### config.mk
export PLATFORM = sky130hd
export DESIGN_NAME = nvmcp_top
export DESIGN_NICKNAME = d
export VERILOG_FILES = /design/src/hdl/nvmcp_pkg.sv /design/src/hdl/nvmcp_top.sv
export SDC_FILE = /design/constraint.sdc
export NUM_CORES = 1
export LEC_CHECK = 0
export BUFFER_PORTS_ARGS = -buffer_cell sky130_fd_sc_hd__buf_2
export CELL_PAD_IN_SITES_DETAIL_PLACEMENT = 1
export CELL_PAD_IN_SITES_GLOBAL_PLACEMENT = 2
export CORE_AREA = 2 2 196 121
export CTS_BUF_LIST = sky130_fd_sc_hd__clkbuf_16
export DETAILED_ROUTE_END_ITERATION = 7
export DIE_AREA = 0 0 198 123
export GPL_TIMING_DRIVEN = 0
export PLACE_DENSITY = 0.84
export SLEW_MARGIN = 20
export SYNTH_ARGS = -nofsm -noshare
export SYNTH_HDL_FRONTEND = slang
export SYNTH_SLANG_ARGS = --single-unit
### constraint.sdc
create_clock -name MCLK -period 4.7 [get_ports MCLK]
set_clock_uncertainty 0.1 [all_clocks]
set_input_delay 0.47 -clock MCLK [delete_from_list [all_inputs] [get_ports MCLK]]
set_output_delay 0.47 -clock MCLK [all_outputs]
set_load 0.02 [all_outputs]
### src/hdl/nvmcp_pkg.sv
// Constants and types for the nonvolatile access and protection block
package nvmcp_pkg;
    // Register indices; byte address is four times the index
    localparam logic [9:0] IDX_FLAGS2 = 10'h00D;
    localparam logic [9:0] IDX_IRQEN2 = 10'h08D;
    localparam logic [9:0] IDX_DATA_LO = 10'h10C;
    localparam logic [9:0] IDX_ADDR_LO = 10'h10D;
    localparam logic [9:0] IDX_DATA_HI = 10'h10E;
    localparam logic [9:0] IDX_ADDR_HI = 10'h10F;
    localparam logic [9:0] IDX_CTRL = 10'h18C;
    localparam logic [9:0] IDX_KEY = 10'h18D;
    // Control register fields
    localparam int CTRL_SPACE = 7;
    localparam int CTRL_ERASE = 4;
    localparam int CTRL_FAULT = 3;
    localparam int CTRL_MODEN = 2;
    localparam int CTRL_WR = 1;
    localparam int CTRL_RD = 0;
    // Done flag and enable position
    localparam int DONE_BIT = 4;
    localparam logic DONE_RST = 1'b0;
    localparam logic DONE_EN_RST = 1'b0;
    // Unlock key values
    localparam logic [7:0] KEY_FIRST = 8'h55;
    localparam logic [7:0] KEY_SECOND = 8'hAA;
    // Self-program lock field codes and limits
    localparam logic [1:0] LOCK_NONE = 2'h3;
    localparam logic [1:0] LOCK_SMALL = 2'h2;
    localparam logic [1:0] LOCK_HALF = 2'h1;
    localparam logic [11:0] LIM_SMALL = 12'h100;
    localparam logic [11:0] LIM_HALF = 12'h800;
    // Power-up timer
    localparam int CLK_MHZ = 100;
    localparam int PUT_TIME_US = 72000;
    localparam int PUT_CYCLES = PUT_TIME_US * CLK_MHZ;
    typedef enum logic [1:0] {
        ST_IDLE = 2'b00,
        ST_CPU = 2'b01,
        ST_EXT = 2'b10
    } nvmcp_state_e;
endpackage

### src/hdl/nvmcp_top.sv
// Nonvolatile memory access, unlock and code protection logic
//
// Design decision made here: the APB register port.
`timescale 1ns/1ps
`default_nettype none

// Contract
// - CPU data EEPROM access unaffected by protection
// - Data protect refuses all programmer data access
// - Data protect refuses programmer program writes
// - Code protect leaves CPU program access working
// - Lock field blocks self-writes in region
// - Code protect refuses programmer program access
// - Unlock key stores nothing, reads zero
// - Data high holds six bits, rest zero
// - Address/data registers kept through resets
// - Reset clears modify, write, read bits
// - Modify enable cleared at power-up
// - No CPU modification while power-up timer runs
module nvmcp_top #(
    parameter int PUT_N = nvmcp_pkg::PUT_CYCLES
) (
    // Clock and reset
    input wire logic MCLK,
    input wire logic SYS_RST,
    input wire logic PWR_ON,
    // APB slave
    input wire logic PSEL,
    input wire logic PENABLE,
    input wire logic PWRITE,
    input wire logic [11:0] PADDR,
    input wire logic [31:0] PWDATA,
    output logic [31:0] PRDATA,
    output logic PREADY,
    output logic PSLVERR,
    // Configuration word
    input wire logic CFG_DATA_PROT,
    input wire logic CFG_CODE_PROT,
    input wire logic [1:0] CFG_LOCK,
    // Programming port
    input wire logic PGM_REQ,
    input wire logic PGM_WRITE,
    input wire logic PGM_SPACE,
    input wire logic [11:0] PGM_ADDR,
    input wire logic [13:0] PGM_WDATA,
    output logic PGM_ACK,
    output logic PGM_REFUSED,
    output logic [13:0] PGM_RDATA,
    // Memory array port
    output logic MEM_REQ,
    output logic MEM_WE,
    output logic MEM_ERASE,
    output logic MEM_SPACE,
    output logic [11:0] MEM_ADDR,
    output logic [13:0] MEM_WDATA,
    input wire logic MEM_DONE,
    input wire logic [13:0] MEM_RDATA
);
    import nvmcp_pkg::*;

    ////////////////////////////////////////////////////////////
    // Input synchronisers, no reset so PWR_ON survives reset
    logic [33:0] s1_r;
    logic [33:0] s2_r;
    wire [33:0] raw = {PWR_ON, CFG_DATA_PROT, CFG_CODE_PROT, CFG_LOCK,
        PGM_REQ, PGM_WRITE, PGM_SPACE, PGM_ADDR, PGM_WDATA};
    always_ff @(posedge MCLK) begin
        s1_r <= raw;
        s2_r <= s1_r;
    end
    wire pwr_on = s2_r[33];
    wire dprot = s2_r[32];
    wire cprot = s2_r[31];
    wire [1:0] lock = s2_r[30:29];
    wire x_req = s2_r[28];
    wire x_wr = s2_r[27];
    wire x_space = s2_r[26];
    wire [11:0] x_addr = s2_r[25:14];
    wire [13:0] x_wdata = s2_r[13:0];

    ////////////////////////////////////////////////////////////
    // State
    nvmcp_state_e state_r;
    logic [7:0] data_lo_r;
    logic [7:0] addr_lo_r;
    logic [5:0] data_hi_r;
    logic [3:0] addr_hi_r;
    logic space_r, erase_r, fault_r, moden_r, wr_r, rd_r;
    logic done_r, done_en_r;
    logic [1:0] key_r;
    logic [31:0] put_cnt_r;
    logic xreq_d_r;
    logic xpend_r, xwr_r, xspace_r;
    logic [11:0] xaddr_r;
    logic [13:0] xwdata_r;
    logic [31:0] prdata_r;
    logic pready_r, pslverr_r;
    logic ack_r, refused_r;
    logic [13:0] rdata_r;
    logic mreq_r, mwe_r, merase_r, mspace_r;
    logic [11:0] maddr_r;
    logic [13:0] mwdata_r;

    ////////////////////////////////////////////////////////////
    // APB decode
    wire [9:0] idx = PADDR[11:2];
    wire apb_setup = PSEL & ~PENABLE;
    wire apb_acc = PSEL & PENABLE & pready_r;
    wire wr_acc = apb_acc & PWRITE;
    wire hit = (idx == IDX_FLAGS2) | (idx == IDX_IRQEN2) |
        (idx == IDX_DATA_LO) | (idx == IDX_ADDR_LO) |
        (idx == IDX_DATA_HI) | (idx == IDX_ADDR_HI) |
        (idx == IDX_CTRL) | (idx == IDX_KEY);
    wire w_flags = wr_acc & (idx == IDX_FLAGS2);
    wire w_irqen = wr_acc & (idx == IDX_IRQEN2);
    wire w_dlo = wr_acc & (idx == IDX_DATA_LO);
    wire w_alo = wr_acc & (idx == IDX_ADDR_LO);
    wire w_dhi = wr_acc & (idx == IDX_DATA_HI);
    wire w_ahi = wr_acc & (idx == IDX_ADDR_HI);
    wire w_ctrl = wr_acc & (idx == IDX_CTRL);
    wire w_key = wr_acc & (idx == IDX_KEY);
    wire [7:0] ctrl_rd = {space_r, 2'b00, erase_r, fault_r,
        moden_r, wr_r, rd_r};
    wire [7:0] flags_rd = 8'(done_r) << DONE_BIT;
    wire [7:0] irqen_rd = 8'(done_en_r) << DONE_BIT;
    // Key location reads zero data high zero-extended
    wire [7:0] rmux =
        (idx == IDX_FLAGS2) ? flags_rd :
        (idx == IDX_IRQEN2) ? irqen_rd :
        (idx == IDX_DATA_LO) ? data_lo_r :
        (idx == IDX_ADDR_LO) ? addr_lo_r :
        (idx == IDX_DATA_HI) ? {2'b00, data_hi_r} :
        (idx == IDX_ADDR_HI) ? {4'h0, addr_hi_r} :
        (idx == IDX_CTRL) ? ctrl_rd : 8'h00;

    ////////////////////////////////////////////////////////////
    // Start conditions
    wire put_busy = (put_cnt_r != 32'h0);
    wire [11:0] cpu_addr = {addr_hi_r, addr_lo_r};
    wire in_lock = (lock == LOCK_SMALL) ? (cpu_addr < LIM_SMALL) :
        (lock == LOCK_HALF) ? (cpu_addr < LIM_HALF) :
        (lock != LOCK_NONE);
    wire cpu_idle = ~rd_r & ~wr_r & (state_r != ST_CPU);
    wire wr_try = w_ctrl & PWDATA[CTRL_WR] & PWDATA[CTRL_MODEN] &
        (key_r == 2'h2) & cpu_idle;
    // Power-up timer and lock region stop the write
    wire wr_block = put_busy | (PWDATA[CTRL_SPACE] & in_lock);
    // CPU access ignores both protect bits
    wire rd_go = w_ctrl & PWDATA[CTRL_RD] & cpu_idle;
    wire done_set = (state_r == ST_CPU) & MEM_DONE & wr_r;
    wire done_rd = (state_r == ST_CPU) & MEM_DONE & rd_r;
    wire x_new = x_req & ~xreq_d_r;
    // Refusal on protection
    wire x_refuse = (dprot & (~x_space | x_wr)) | (cprot & x_space);

    ////////////////////////////////////////////////////////////
    // APB answer, one wait-free access cycle
    always_ff @(posedge MCLK) begin
        if (SYS_RST) begin
            pready_r <= 1'b0;
            pslverr_r <= 1'b0;
            prdata_r <= 32'h0;
        end else begin
            pready_r <= apb_setup;
            pslverr_r <= apb_setup & ~hit;
            if (apb_setup) begin
                prdata_r <= {24'h0, rmux};
            end
        end
    end

    ////////////////////////////////////////////////////////////
    // Address and data registers, never reset
    always_ff @(posedge MCLK) begin
        if (!SYS_RST) begin
            if (w_alo) begin
                addr_lo_r <= PWDATA[7:0];
            end
            if (w_ahi) begin
                addr_hi_r <= PWDATA[3:0];
            end
            if (w_dlo) begin
                data_lo_r <= PWDATA[7:0];
            end else if (done_rd) begin
                data_lo_r <= MEM_RDATA[7:0];
            end
            if (w_dhi) begin
                data_hi_r <= PWDATA[5:0];
            end else if (done_rd & space_r) begin
                data_hi_r <= MEM_RDATA[13:8];
            end
        end
    end

    ////////////////////////////////////////////////////////////
    // Power-up timer, loaded by a power-on reset
    always_ff @(posedge MCLK) begin
        if (SYS_RST && pwr_on) begin
            put_cnt_r <= 32'(PUT_N);
        end else if (put_busy) begin
            put_cnt_r <= put_cnt_r - 32'h1;
        end
    end

    ////////////////////////////////////////////////////////////
    // Control, unlock and flags
    always_ff @(posedge MCLK) begin
        if (SYS_RST) begin
            moden_r <= 1'b0;
            wr_r <= 1'b0;
            rd_r <= 1'b0;
            key_r <= 2'h0;
            space_r <= 1'b0;
            erase_r <= 1'b0;
            done_r <= DONE_RST;
            done_en_r <= DONE_EN_RST;
            if (!pwr_on) begin
                fault_r <= wr_r | fault_r;
            end
        end else begin
            if (w_ctrl) begin
                space_r <= PWDATA[CTRL_SPACE];
                erase_r <= PWDATA[CTRL_ERASE];
                moden_r <= PWDATA[CTRL_MODEN];
            end
            // Hardware set wins over a software clear
            if (wr_try & wr_block) begin
                fault_r <= 1'b1;
            end else if (w_ctrl) begin
                fault_r <= PWDATA[CTRL_FAULT];
            end
            if (wr_try & ~wr_block) begin
                wr_r <= 1'b1;
            end else if (done_set) begin
                wr_r <= 1'b0;
            end
            if (rd_go) begin
                rd_r <= 1'b1;
            end else if (done_rd) begin
                rd_r <= 1'b0;
            end
            // Key writes only step the detector
            if (w_key) begin
                if (PWDATA[7:0] == KEY_FIRST) begin
                    key_r <= 2'h1;
                end else if (PWDATA[7:0] == KEY_SECOND && key_r == 2'h1) begin
                    key_r <= 2'h2;
                end else begin
                    key_r <= 2'h0;
                end
            end else if (wr_acc) begin
                key_r <= 2'h0;
            end
            done_r <= done_set | (w_flags ? PWDATA[DONE_BIT] : done_r);
            if (w_irqen) begin
                done_en_r <= PWDATA[DONE_BIT];
            end
        end
    end

    ////////////////////////////////////////////////////////////
    // Access engine and programming port
    always_ff @(posedge MCLK) begin
        if (SYS_RST) begin
            state_r <= ST_IDLE;
            xreq_d_r <= 1'b0;
            xpend_r <= 1'b0;
            ack_r <= 1'b0;
            refused_r <= 1'b0;
            rdata_r <= 14'h0;
            mreq_r <= 1'b0;
            mwe_r <= 1'b0;
            merase_r <= 1'b0;
            mspace_r <= 1'b0;
        end else begin
            xreq_d_r <= x_req;
            ack_r <= 1'b0;
            refused_r <= 1'b0;
            if (x_new & x_refuse) begin
                ack_r <= 1'b1;
                refused_r <= 1'b1;
                rdata_r <= 14'h0;
            end else if (x_new) begin
                xpend_r <= 1'b1;
                xwr_r <= x_wr;
                xspace_r <= x_space;
                xaddr_r <= x_addr;
                xwdata_r <= x_wdata;
            end
            case (state_r)
                ST_IDLE: begin
                    if (rd_r | wr_r) begin
                        state_r <= ST_CPU;
                        mreq_r <= 1'b1;
                        mwe_r <= wr_r;
                        merase_r <= wr_r & erase_r;
                        mspace_r <= space_r;
                        maddr_r <= cpu_addr;
                        mwdata_r <= {data_hi_r, data_lo_r};
                    end else if (xpend_r) begin
                        state_r <= ST_EXT;
                        mreq_r <= 1'b1;
                        mwe_r <= xwr_r;
                        merase_r <= 1'b0;
                        mspace_r <= xspace_r;
                        maddr_r <= xaddr_r;
                        mwdata_r <= xwdata_r;
                    end
                end
                ST_CPU: begin
                    if (MEM_DONE) begin
                        state_r <= ST_IDLE;
                        mreq_r <= 1'b0;
                        mwe_r <= 1'b0;
                    end
                end
                ST_EXT: begin
                    if (MEM_DONE) begin
                        state_r <= ST_IDLE;
                        mreq_r <= 1'b0;
                        mwe_r <= 1'b0;
                        xpend_r <= 1'b0;
                        ack_r <= 1'b1;
                        rdata_r <= MEM_RDATA;
                    end
                end
                default: begin
                    state_r <= ST_IDLE;
                end
            endcase
        end
    end

    ////////////////////////////////////////////////////////////
    // Outputs
    assign PRDATA = prdata_r;
    assign PREADY = pready_r;
    assign PSLVERR = pslverr_r;
    assign PGM_ACK = ack_r;
    assign PGM_REFUSED = refused_r;
    assign PGM_RDATA = rdata_r;
    assign MEM_REQ = mreq_r;
    assign MEM_WE = mwe_r;
    assign MEM_ERASE = merase_r;
    assign MEM_SPACE = mspace_r;
    assign MEM_ADDR = maddr_r;
    assign MEM_WDATA = mwdata_r;

    ////////////////////////////////////////////////////////////
    // Checks
    chk_cpu_read_free: assert property (@(posedge MCLK) disable iff (SYS_RST)
        rd_go |=> rd_r) else $error("cpu read refused");
    chk_data_refused: assert property (@(posedge MCLK) disable iff (SYS_RST)
        x_new & dprot & ~x_space |=> refused_r & ack_r)
        else $error("data access not refused");
    chk_pwrite_refused: assert property (@(posedge MCLK) disable iff (SYS_RST)
        x_new & dprot & x_wr |=> refused_r ##1 !mreq_r)
        else $error("program write not refused");
    chk_lock_blocks: assert property (@(posedge MCLK) disable iff (SYS_RST)
        wr_try & PWDATA[CTRL_SPACE] & in_lock |=> !wr_r && fault_r)
        else $error("locked region written");
    chk_code_refused: assert property (@(posedge MCLK) disable iff (SYS_RST)
        x_new & cprot & x_space |=> refused_r && !xpend_r)
        else $error("program access not refused");
    chk_key_zero: assert property (@(posedge MCLK) disable iff (SYS_RST)
        apb_setup & (idx == IDX_KEY) |=> PRDATA == 32'h0)
        else $error("key location not zero");
    chk_high_six: assert property (@(posedge MCLK) disable iff (SYS_RST)
        apb_setup & (idx == IDX_DATA_HI) |=> PRDATA[31:6] == 26'h0)
        else $error("data high upper bits set");
    chk_regs_kept: assert property (@(posedge MCLK) disable iff (SYS_RST)
        $past(SYS_RST) && !pwr_on |-> addr_lo_r == $past(addr_lo_r, 2))
        else $error("address changed by reset");
    chk_reset_clear: assert property (@(posedge MCLK) disable iff (SYS_RST)
        $past(SYS_RST) |-> !moden_r && !wr_r && !rd_r)
        else $error("control bits not cleared");
    chk_put_blocks: assert property (@(posedge MCLK) disable iff (SYS_RST)
        wr_try & put_busy |=> !wr_r ##1 !mwe_r)
        else $error("write during power-up timer");
    chk_refuse_zero: assert property (@(posedge MCLK) disable iff (SYS_RST)
        refused_r |-> PGM_RDATA == 14'h0 && state_r != ST_EXT)
        else $error("refused access leaked data");
endmodule

`default_nettype wire

; After elaboration in Yosys (flattened, before gate mapping)
; Index checks and enable logic that the tools add are counted.
[op_classes]
muxes = 55
eq_ne = 21
n_reduce_logical = 23
addsub = 1
magnitude_cmp = 2
bitwise_logic = 55
[op_table]
columns = operator, n
row1 = two-way mux 8 bit, 9
row2 = two-way mux 14 bit, 5
row3 = equality test 10 x 9 -> 1 bit (second input constant), 6
row4 = AND 1 bit, 33
row5 = nonzero test 32 bit, 1
row6 = subtractor 32 x 1 -> 32 bit (second input constant), 1
row7 = two-way mux 1 bit, 27
row8 = two-way mux 12 bit, 2
row9 = two-way mux 2 bit, 7
row10 = AND reduction 2 bit, 7
row11 = nonzero test 2 bit, 7
row12 = OR 1 bit, 13
row13 = less-than comparator 12 bit (second input constant), 1
row14 = less-than comparator 12 x 9 -> 1 bit (second input constant), 1
row15 = two-way mux 6 bit, 2
row16 = equality test 10 x 4 -> 1 bit (second input constant), 1
row17 = equality test 10 x 8 -> 1 bit (second input constant), 1
row18 = inverter 1 bit, 9
row19 = AND reduction 3 bit, 3
row20 = equality test 8 x 7 -> 1 bit (second input constant), 1
row21 = equality test 8 bit (second input constant), 1
row22 = equality test 2 x 1 -> 1 bit (second input constant), 3
row23 = equality test 2 bit (second input constant), 3
row24 = inequality test 2 x 1 -> 1 bit (second input constant), 2
row25 = 8 further kinds, 11
[totals]
in_bits = 98
reg_bits = 224
elab_cells = 192

; Longest topological paths before layout
; Gate-level depths: netlist of the first run.
[logic_depth]
depth_word = 11
mapped_depth = 9
depth_no_buf = 7

; Least setup slack after synthesis of the first run
; No wires, ideal clock.
[synth_timing]
path_kind = in2reg
start = input port SYS_RST
end = register xaddr_r[0] (enable)
t_arrival_ns = 2.857
setup_time_ns = 0.448
cell_stages = 3
path_slack_ns = 1.295
path_cell_list = clkbuf_1 > clkbuf_1 > nor3_1
[synth_via]
elab_chain_cells = 2
[synth_lines]
columns = item, line
row1 = "start, declared", nvmcp_top.sv:25  ; input wire logic SYS_RST,
row2 = inverter 1 bit (no line), n/a
row3 = AND reduction 3 bit (no line), n/a
row4 = "end signal, assigned", nvmcp_top.sv:287  ; xaddr_r <= x_addr;
row5 = "end, declared", nvmcp_top.sv:94  ; logic [11:0] xaddr_r;
; No other way between the ends.
; A chain may end at the register's enable or synchronous reset.

; Worst setup path after layout of the first run
[layout_timing]
start = input port PADDR[7]
end = register data_hi_r[4] (enable)
[layout_via]
elab_chain_cells = 4
[layout_lines]
columns = item, line
row1 = "start, declared", nvmcp_top.sv:31  ; input wire logic [11:0] PADDR,
row2 = equality test 10 x 9 -> 1 bit, nvmcp_top.sv:118  ; wire w_dhi = wr_acc & (idx == IDX_DATA_HI);
row3 = AND 1 bit, nvmcp_top.sv:118
row4 = nonzero test 2 bit (no line), n/a
row5 = AND reduction 2 bit (no line), n/a
row6 = "end signal, assigned", nvmcp_top.sv:188  ; data_hi_r <= PWDATA[5:0];
row7 = "end signal, assigned", nvmcp_top.sv:190  ; data_hi_r <= MEM_RDATA[13:8];
row8 = "end, declared", nvmcp_top.sv:86  ; logic [5:0] data_hi_r;
; No other way between the ends.

==> impl_metrics.tcl, run 1 <==
set metrics [dict create \
    post_cts_buffers 0 \
    status "finished clean" \
    muxShareOfSynthArea 0.0278 \
    groute.usage.overall 0.208 \
    drt_iter0_drc 406 \
    clockRootBuffer "clkbuf_16" \
    finalSetupViolations 0 \
    p_per_area_mw_per_mm2 410 \
    via_count 6413 \
    yosysWarnings 0 \
    synth_seq_area_share 0.640 \
    synth-edff-count 81 \
    final_cells 1271 \
    place.gp.congestion 0.834 \
    slowest_delay_ns 0.83 \
    p_seq_frac 0.503 \
    initial_utilization 0.365 \
    grt_remaining_overflow 0 \
    mostFrequentLayoutCells "dfxtp_1, buf_2, nand2_1" \
    p_sw_mw 1.10 \
    worst_path_most_repeated_cell "and2_1" \
    path_max_fanout 7 \
    synth_top_family_by_area "simple AND/OR/NAND/NOR gates" \
    grt_setup_unrepaired "false" \
    crit_path_top_delay_cell "a21oi_1" \
    viasPerCell 5.05 \
    hold_path.class "in -> reg" \
    maxSlewViolCount 0 \
    drive_above_1_share 0.235 \
    tightest_slew_ns 0.947 \
    cts_made_buffers 21 \
    routed_wl_mm 24.8 \
    firstDrtPassIters 5 \
    crit_arrival_ns 3.04 \
    clock_sinks 224 \
    rows 43 \
    path_cells "buf_2 -> nor4_2 -> and2_1 -> clkbuf_1 -> and2_1 -> nand3_1 -> a21oi_1" \
    grt_pass1_vias 6558 \
    clockPowerShare 0.393 \
    async_flop_share 0 \
    nets 1043 \
    utilization 0.462 \
    port_buffers 125 \
    syn2layout_area_growth_pct 26.5 \
    pre_cts_slack_ns 1.24 \
    hold_viol 0 \
    grt_pass1_wl_mm 38.4 \
    core_mm2 0.0227 \
    synth_compound_area_frac 0.106 \
    antenna_found_initial 1 \
    io_pins 178 \
    synth_cells 730 \
    holdWs_ns 0.102 \
    setup_slack_ns 1.68 \
    yosysUniqueCellTypes 57 \
    multiInputGateArea_mm2 0.00275 \
    synthXorXnorAreaFrac 0 \
    critPathKind "in -> reg" \
    ctsResizeCount 0 \
    vdd_drop_max_uv 337 \
    synthAdderAreaFrac 0.00757 \
    cap_violations 0 \
    period_share 0.643 \
    combPwrFrac 0.104 \
    ys_ff_latch 224 \
    clockBufferDepth 3 \
    required_ns 4.72 \
    cts_tree "built" \
    wl_per_cell_um 19.5 \
    regArea_mm2 0.00530 \
    antenna_left 0 \
    place_inst 1198 \
    period_minus_slack_ns 3.02 \
    dieWidth_um 198 \
    nFillCells 2483 \
    ys_dominant_reg_cell "dfxtp_1" \
    clock_latency_ns 0.50 \
    start_kind "primary input" \
    critPathCaptureType "flop" \
    hold_buffers 34 \
    intPower_mw 3.20 \
    cts.clk_slew.worst_paths_ns 0.07 \
    p_leak_nw 4.08 \
    rrSetupSlack_ns 1.73 \
    clock.fmax_ghz 0.331 \
    cts_htree_levels 1 \
    grt_max_degree 26 \
    hpwl_mm 18.1 \
    syn_area_mm2 0.00827 \
    slew_headroom 0.362 \
    swShare 0.255 \
    die_h_um 123 \
    mostFrequentLayoutCell "dfxtp_1" \
    synth-simple-area-share 0.177 \
    drc 0 \
    avgSynthCellArea_um2 11.3 \
    die_area_mm2 0.0244 \
]
Yosys cell counts, drive strengths merged (15+ instances only):
cell type	n	area share
mux2	16	0.022
a22o	15	0.016
or4	15	0.015
o21ai	28	0.017
edfxtp	81	0.29
dfxtp	143	0.35
a21oi	45	0.027
nand2	112	0.051
nand3	16	0.010
nor2	33	0.015
clkbuf	24	0.011
nor3	16	0.0097
buf	28	0.025
cell families (layout without fill, tap and decap cells):
logic type,Yosys count,in the layout
AOI/OAI and AO/OA,136,136
adders and majority gates,5,5
buffers and inverters,64,265
DFF,224,224
muxes,21,21
other,1,26
and+or+nand+nor,279,279
per-stage QoR:
stage	area [um2]	power, mW	TNS [ns]
2_1_floorplan	8350	2.45	0
3_3_place_gp	9370	2.60	-4.52
3_5_place_dp	9450	2.62	0
5_1_grt	10500	4.46	0
4_1_cts	10500	4.32	0
6_report	10500	4.29	0
sequential cells by signal, indices dropped and copies added (netlist names), 2 cells and up:
| register | count |
|---|---|
| addr_hi_r | 4 |
| xaddr_r | 12 |
| put_cnt_r | 32 |
| PRDATA | 8 |
| PGM_RDATA | 14 |
| addr_lo_r | 8 |
| s2_r | 34 |
| data_lo_r | 8 |
| s1_r | 34 |
| xwdata_r | 14 |
| MEM_ADDR | 12 |
| data_hi_r | 6 |
| state_r | 2 |
| key_r | 2 |
| MEM_WDATA | 14 |
path summary, 6_finish.rpt:
check	from	to	cells past startpoint
worst max register to register	put_cnt_r[22]$_SDFFE_PP1P_	put_cnt_r[14]$_SDFFE_PP1P_	6
worst min-delay path	MEM_RDATA[9]	PGM_RDATA[9]$_SDFF_PP0_	2
worst max-delay path	PADDR[7]	data_hi_r[4]$_DFFE_PP_	7
worst min register to register	s1_r[2]$_DFF_P_	s2_r[2]$_DFF_P_	0
power by group through the flow:
stage / Clock, mW / Sequential [mW] / Combinational [mW]
3_5_place_dp: 0 / 2.20 / 0.421
3_3_place_gp: 0 / 2.19 / 0.401
6_report: 1.69 / 2.16 / 0.448
2_1_floorplan: 0 / 2.20 / 0.254
5_1_grt: 1.79 / 2.17 / 0.498
4_1_cts: 1.72 / 2.16 / 0.445
final cells by class:
cell class | count | share of cell area
flip-flops and latches | 224 | 0.506
multi-input cells | 465 | 0.262
repair buffers | 164 | 0.0971
clock buffers | 21 | 0.0502
well taps | 315 | 0.0377
plain buffers | 52 | 0.0281
clock inverters | 16 | 0.0135
inverters | 12 | 0.00431
diodes | 2 | 0.000478
critical path: cells and delay by family:
family	cells	cell delay, ns
AND/OR/NAND/NOR	4	1.37
AO/OA/AOI/OAI	1	0.83
buffers and inverters	2	0.36
layer usage:
metal,share of wire,wire length (um),track usage
met1,0.51,12500,0.314
met2,0.41,10000,0.305
met3,0.074,1830,0.0458
met4,0.015,366,0.0399
met5,0,0,0
Power figures use the tool's default switching activity.
==> inputs of run 2 (changes only) <==
--- a/config.mk
+++ b/config.mk
@@ -8,12 +8,12 @@
 export BUFFER_PORTS_ARGS = -buffer_cell sky130_fd_sc_hd__buf_2
 export CELL_PAD_IN_SITES_DETAIL_PLACEMENT = 1
 export CELL_PAD_IN_SITES_GLOBAL_PLACEMENT = 2
-export CORE_AREA = 2 2 196 121
+export CORE_AREA = 2 2 214 132
 export CTS_BUF_LIST = sky130_fd_sc_hd__clkbuf_16
 export DETAILED_ROUTE_END_ITERATION = 7
-export DIE_AREA = 0 0 198 123
+export DIE_AREA = 0 0 216 134
 export GPL_TIMING_DRIVEN = 0
-export PLACE_DENSITY = 0.84
+export PLACE_DENSITY = 0.75
 export SLEW_MARGIN = 20
 export SYNTH_ARGS = -nofsm -noshare
 export SYNTH_HDL_FRONTEND = slang
==> constraint.sdc (replaced) <==
create_clock -name MCLK -period 2.5 [get_ports MCLK]
set_clock_uncertainty 0.1 [all_clocks]
set_input_delay 0.25 -clock MCLK [delete_from_list [all_inputs] [get_ports MCLK]]
set_output_delay 0.25 -clock MCLK [all_outputs]
set_load 0.02 [all_outputs]
==> run 2 against run 1 <==
Sequential cell count unchanged. Critical path depth unchanged. First-iteration DRC count increased by 51%. Cell area increased by 5.6%.
==> impl_metrics.tcl, run 2 (synthesized netlist as in run 1, its figures left out) <==
set metrics [dict create \
    hold_viol 0 \
    clock_latency_ns 0.53 \
    wl_per_cell_um 19.7 \
    mostFrequentLayoutCell "dfxtp_1" \
    via_count 6614 \
    hold_path.class "in -> reg" \
    clockRootBuffer "clkbuf_16" \
    routed_wl_mm 26.7 \
    crit_arrival_ns 2.80 \
    antenna_left 0 \
    worst-path-buf-inv 2 \
    p_per_area_mw_per_mm2 769 \
    period_share 0.980 \
    start_kind "flop" \
    finalSetupViolations 0 \
    grt_pass1_wl_mm 40.6 \
    period_minus_slack_ns 2.45 \
    cap_violations 0 \
    maxSlewViolCount 0 \
    port_buffers 125 \
    crit_family "simple AND/OR/NAND/NOR gates" \
    grt_remaining_overflow 0 \
    dieWidth_um 216 \
    path_max_fanout 8 \
    hpwl_mm 18.8 \
    tightest_slew_ns 0.901 \
    critPathCaptureType "flop" \
    cts_htree_levels 1 \
    clockBufferDepth 3 \
    clock_sinks 224 \
    drc 0 \
    die_area_mm2 0.0289 \
    holdWs_ns 0.0699 \
    nets 1078 \
    grt_pass1_vias 6558 \
    crit_path_top_delay_cell "or4_4" \
    design_area_mm2 0.0110 \
    placed_cell_area_mm2 0.00953 \
    cts_made_buffers 23 \
    groute.usage.overall 0.185 \
    cts_tree "built" \
    mostFrequentLayoutCells "dfxtp_1, buf_2, nand2_1" \
    diodes 0 \
    drt_iter0_drc 613 \
    viasPerCell 4.87 \
    vdd_drop_max_uv 685 \
    path_cells "or4_4 -> nor4b_4 -> buf_6 -> nand4_1 -> buf_4 -> or4_1 -> a21oi_1" \
    critPathKind "reg -> reg" \
    die_h_um 134 \
    io_pins 178 \
    power_mw 8.49 \
    status "finished clean" \
    p_leak_nw 4.32 \
    cts.clk_slew.worst_paths_ns 0.07 \
    clock.fmax_ghz 0.408 \
    core_mm2 0.0271 \
    drive_above_1_share 0.253 \
    rows 47 \
    initial_utilization 0.306 \
    slowest_delay_ns 0.57 \
    place.gp.congestion 0.794 \
    antenna_found_initial 0 \
    reg_top3 "s1_r: 34 flops, s2_r: 34 flops, put_cnt_r: 32 flops" \
    slew_headroom 0.393 \
    firstDrtPassIters 5 \
    syn2layout_area_growth_pct 33.6 \
    required_ns 2.85 \
    grt_max_degree 24 \
    grt_setup_unrepaired "true" \
]
-- run 2: cell count changes in the layout (fill, tap and decap cells not counted), sizes merged --
cell,change
dlygate4sd3,+23
diode,-2
clkdlybuf4s15,+1
bufinv,+1
buf,+10
clkbuf,+1
clkinv,+1
-- run 2: path summary, 6_finish.rpt --
| path | start | endpoint | slack, ns | depth (start not counted) |
|---|---|---|---|---|
| max | put_cnt_r[4]$_SDFFE_PP0P_ | put_cnt_r[23]$_SDFFE_PP0P_ | 0.05 | 7 |
| min | PENABLE | PRDATA[7]$_SDFFE_PP0P_ | 0.07 | 4 |
| max reg2reg | put_cnt_r[4]$_SDFFE_PP0P_ | put_cnt_r[23]$_SDFFE_PP0P_ | 0.05 | 7 |
| min reg2reg | s1_r[19]$_DFF_P_ | s2_r[19]$_DFF_P_ | 0.22 | 0 |
-- run 2: cell type report --
class                   instances  area, um2
well taps                     367        459
clock inverters                18        179
flip-flops and latches        224       5300
plain buffers                  51        314
inverters                      12       45.0
fillers                      2999      16000
clock buffers                  23        576
repair buffers                198       1360
multi-input cells             465       2820
-- run 2: power breakdown --
group	switching, mW	leakage (nW)	internal [mW]
Combinational	0.549	2.03	0.348
Clock	1.52	0.377	2.00
Sequential	0.125	1.92	3.94
Total	2.20	4.32	6.29
-- run 2: per-layer routing --
metal / wire, um / GRT usage / part of all wire / vias up
li1: - / - / - / 3108
met1: 13800 / 0.290 / 0.52 / 3270
met2: 10600 / 0.257 / 0.40 / 209
met3: 2000 / 0.0451 / 0.075 / 27
met4: 314 / 0.0301 / 0.012 / 0
met5: 0 / 0 / 0 / -
-- run 2: repair_timing --
item / in CTS / in global routing
endpoints found under the setup margin: 49 / 62
buffers inserted: 7 / 5
resized for setup: 9 / 18
hold buffers: 57 / 0
endpoints found under the hold margin: 78 / 0
pin swaps: 3 / 2
-- run 2: worst reg2reg max path, cell delays in order (launching register included) --
cell     delay, ns
dfxtp_2       0.36
or4_4         0.57
nor4b_4       0.25
buf_6         0.16
nand4_1       0.15
buf_4         0.19
or4_1         0.46
a21oi_1       0.15
-- run 2: through the flow --
stage	std cells	worst slack [ns]	utilization	TNS [ns]
after global placement	1245	-0.963	0.349	-69.34
final	1358	0.0503	0.408	0
after floorplan	753	0.160	-	0
after CTS	1354	0.0145	0.405	0
after detailed placement	1249	-0.751	0.352	-30.19
after global routing	1358	-0.0396	0.408	-0.0562
==> inputs of run 3 (changes only) <==
--- a/config.mk
+++ b/config.mk
@@ -13,6 +13,7 @@
 export DETAILED_ROUTE_END_ITERATION = 7
 export DIE_AREA = 0 0 216 134
 export GPL_TIMING_DRIVEN = 0
+export HOLD_SLACK_MARGIN = 0.12
 export PLACE_DENSITY = 0.75
 export SLEW_MARGIN = 20
 export SYNTH_ARGS = -nofsm -noshare
==> run 3 against run 2 <==
Sequential cell count unchanged. Routed wire length barely moved. Total power hardly changed. Register-to-register slack hardly changed. Setup slack got worse by 0.0013 ns. Non-clock buffer count grew 1. First-iteration DRC count grew 2.0%.
==> impl_metrics.tcl, run 3 (synthesized netlist as in run 1, its figures left out) <==
set metrics [dict create \
    die_h_um 134 \
    reg_top3 "s1_r: 34 flops, s2_r: 34 flops, put_cnt_r: 32 flops" \
    grt_setup_unrepaired "true" \
    final_cells 1359 \
    grt_pass1_vias 6561 \
    routed_wl_mm 26.7 \
    design_area_mm2 0.0111 \
    rows 47 \
    hpwl_mm 18.8 \
    mostFrequentLayoutCells "dfxtp_1, buf_2, nand2_1" \
    hold_path.class "in -> reg" \
    groute.usage.overall 0.185 \
    grt_max_degree 24 \
    syn2layout_area_growth_pct 33.7 \
    drive_above_1_share 0.253 \
    grt_pass1_wl_mm 40.6 \
    via_count 6601 \
    p_per_area_mw_per_mm2 768 \
    port_buffers 125 \
    cts_htree_levels 1 \
    cts_tree "built" \
    finalSetupViolations 0 \
    wl_per_cell_um 19.7 \
    top_usage_layer "met1" \
    cts_made_buffers 23 \
    diodes 0 \
    place_inst 1249 \
    path_max_fanout 8 \
    placed_cell_area_mm2 0.00953 \
    critPathCaptureType "flop" \
    cap_violations 0 \
    critPathKind "reg -> reg" \
    period_minus_slack_ns 2.45 \
    drc 0 \
    p_leak_nw 4.33 \
    start_kind "flop" \
    clock.fmax_ghz 0.408 \
    firstDrtPassIters 5 \
    maxSlewViolCount 0 \
    dieWidth_um 216 \
    tightest_slew_ns 0.909 \
    grt_remaining_overflow 0 \
    period_share 0.980 \
    clockRootBuffer "clkbuf_16" \
    mostFrequentLayoutCell "dfxtp_1" \
    hold_viol 0 \
    die_area_mm2 0.0289 \
    clock_sinks 224 \
    grtUsageMet1 0.290 \
    nets 1079 \
    clockBufferDepth 3 \
    grt_use_met2 0.257 \
    vdd_drop_max_uv 685 \
    antenna_left 0 \
    gr-usage-met3 0.0451 \
    status "finished clean" \
    drt_iter0_drc 625 \
    antenna_found_initial 0 \
    place.gp.congestion 0.794 \
    clock_latency_ns 0.53 \
    io_pins 178 \
    slew_headroom 0.388 \
    crit_arrival_ns 2.80 \
    required_ns 2.85 \
    cts.clk_slew.worst_paths_ns 0.07 \
    viasPerCell 4.86 \
    initial_utilization 0.306 \
    core_mm2 0.0271 \
]
## run 3: changes by cell type in the layout (fill, tap and decap cells not counted)
cell / before / now
dlygate4sd3_1: 57 / 58
## run 3: worst paths after layout
kind                                                start                         end  slack [ns]  cells past startpoint
worst max register to register  put_cnt_r[4]$_SDFFE_PP0P_  put_cnt_r[23]$_SDFFE_PP0P_        0.05                      7
worst max-delay path            put_cnt_r[4]$_SDFFE_PP0P_  put_cnt_r[23]$_SDFFE_PP0P_        0.05                      7
worst min register to register           s1_r[19]$_DFF_P_            s2_r[19]$_DFF_P_        0.22                      0
worst min-delay path                            PADDR[10]       key_r[1]$_SDFFE_PP0P_        0.15                      5
## run 3: layout make-up
class	instances	area [um2]
clock buffer	23	576
multi-input combinational	465	2820
tap	367	459
inverter	12	45.0
sequential	224	5300
buffer	51	314
clock inverter	18	179
fill	2998	16000
timing repair buffer	199	1370
## run 3: per-stage QoR
| stage | utilization | worst slack [ns] | setup TNS, ns | power (mW) | hold slack, ns |
|---|---|---|---|---|---|
| 6_report | 0.409 | 0.0489 | 0 | 8.49 | 0.147 |
| 4_1_cts | 0.405 | 0.0145 | 0 | 8.51 | 0.120 |
| 2_1_floorplan | - | 0.160 | 0 | 4.61 | 0.178 |
| 3_3_place_gp | 0.349 | -0.963 | -69.34 | 4.89 | 0.211 |
| 5_1_grt | 0.409 | -0.0396 | -0.0562 | 8.83 | 0.176 |
| 3_5_place_dp | 0.352 | -0.751 | -30.19 | 4.93 | 0.213 |
## run 3: worst max-delay path: stages, from the launching register on
cell     delay (ns)
dfxtp_2        0.36
or4_4          0.57
nor4b_4        0.25
buf_6          0.16
nand4_1        0.14
buf_4          0.19
or4_1          0.46
a21oi_1        0.15
## run 3: what timing repair did
| item | in CTS | in global routing |
|---|---|---|
| setup endpoints to repair | 49 | 62 |
| pin swaps | 3 | 2 |
| resized for setup | 9 | 18 |
| setup buffers | 7 | 5 |
| hold buffers | 58 | 0 |
| gates cloned | 0 | 0 |
| hold endpoints to repair | 88 | 0 |
## run 3: routing by layer
layer,vias to the layer above,part of all wire,routed length [um]
met5,-,0,0
met4,0,0.014,366
met3,31,0.076,2020
met2,206,0.40,10600
met1,3257,0.52,13800
li1,3107,-,-
## run 3: power breakdown
group | leakage [nW] | switching, mW | total [mW] | internal (mW)
clock network | 0.377 | 1.52 | 3.52 | 2.00
logic | 2.03 | 0.545 | 0.894 | 0.349
registers | 1.92 | 0.125 | 4.07 | 3.94
total | 4.33 | 2.19 | 8.49 | 6.30
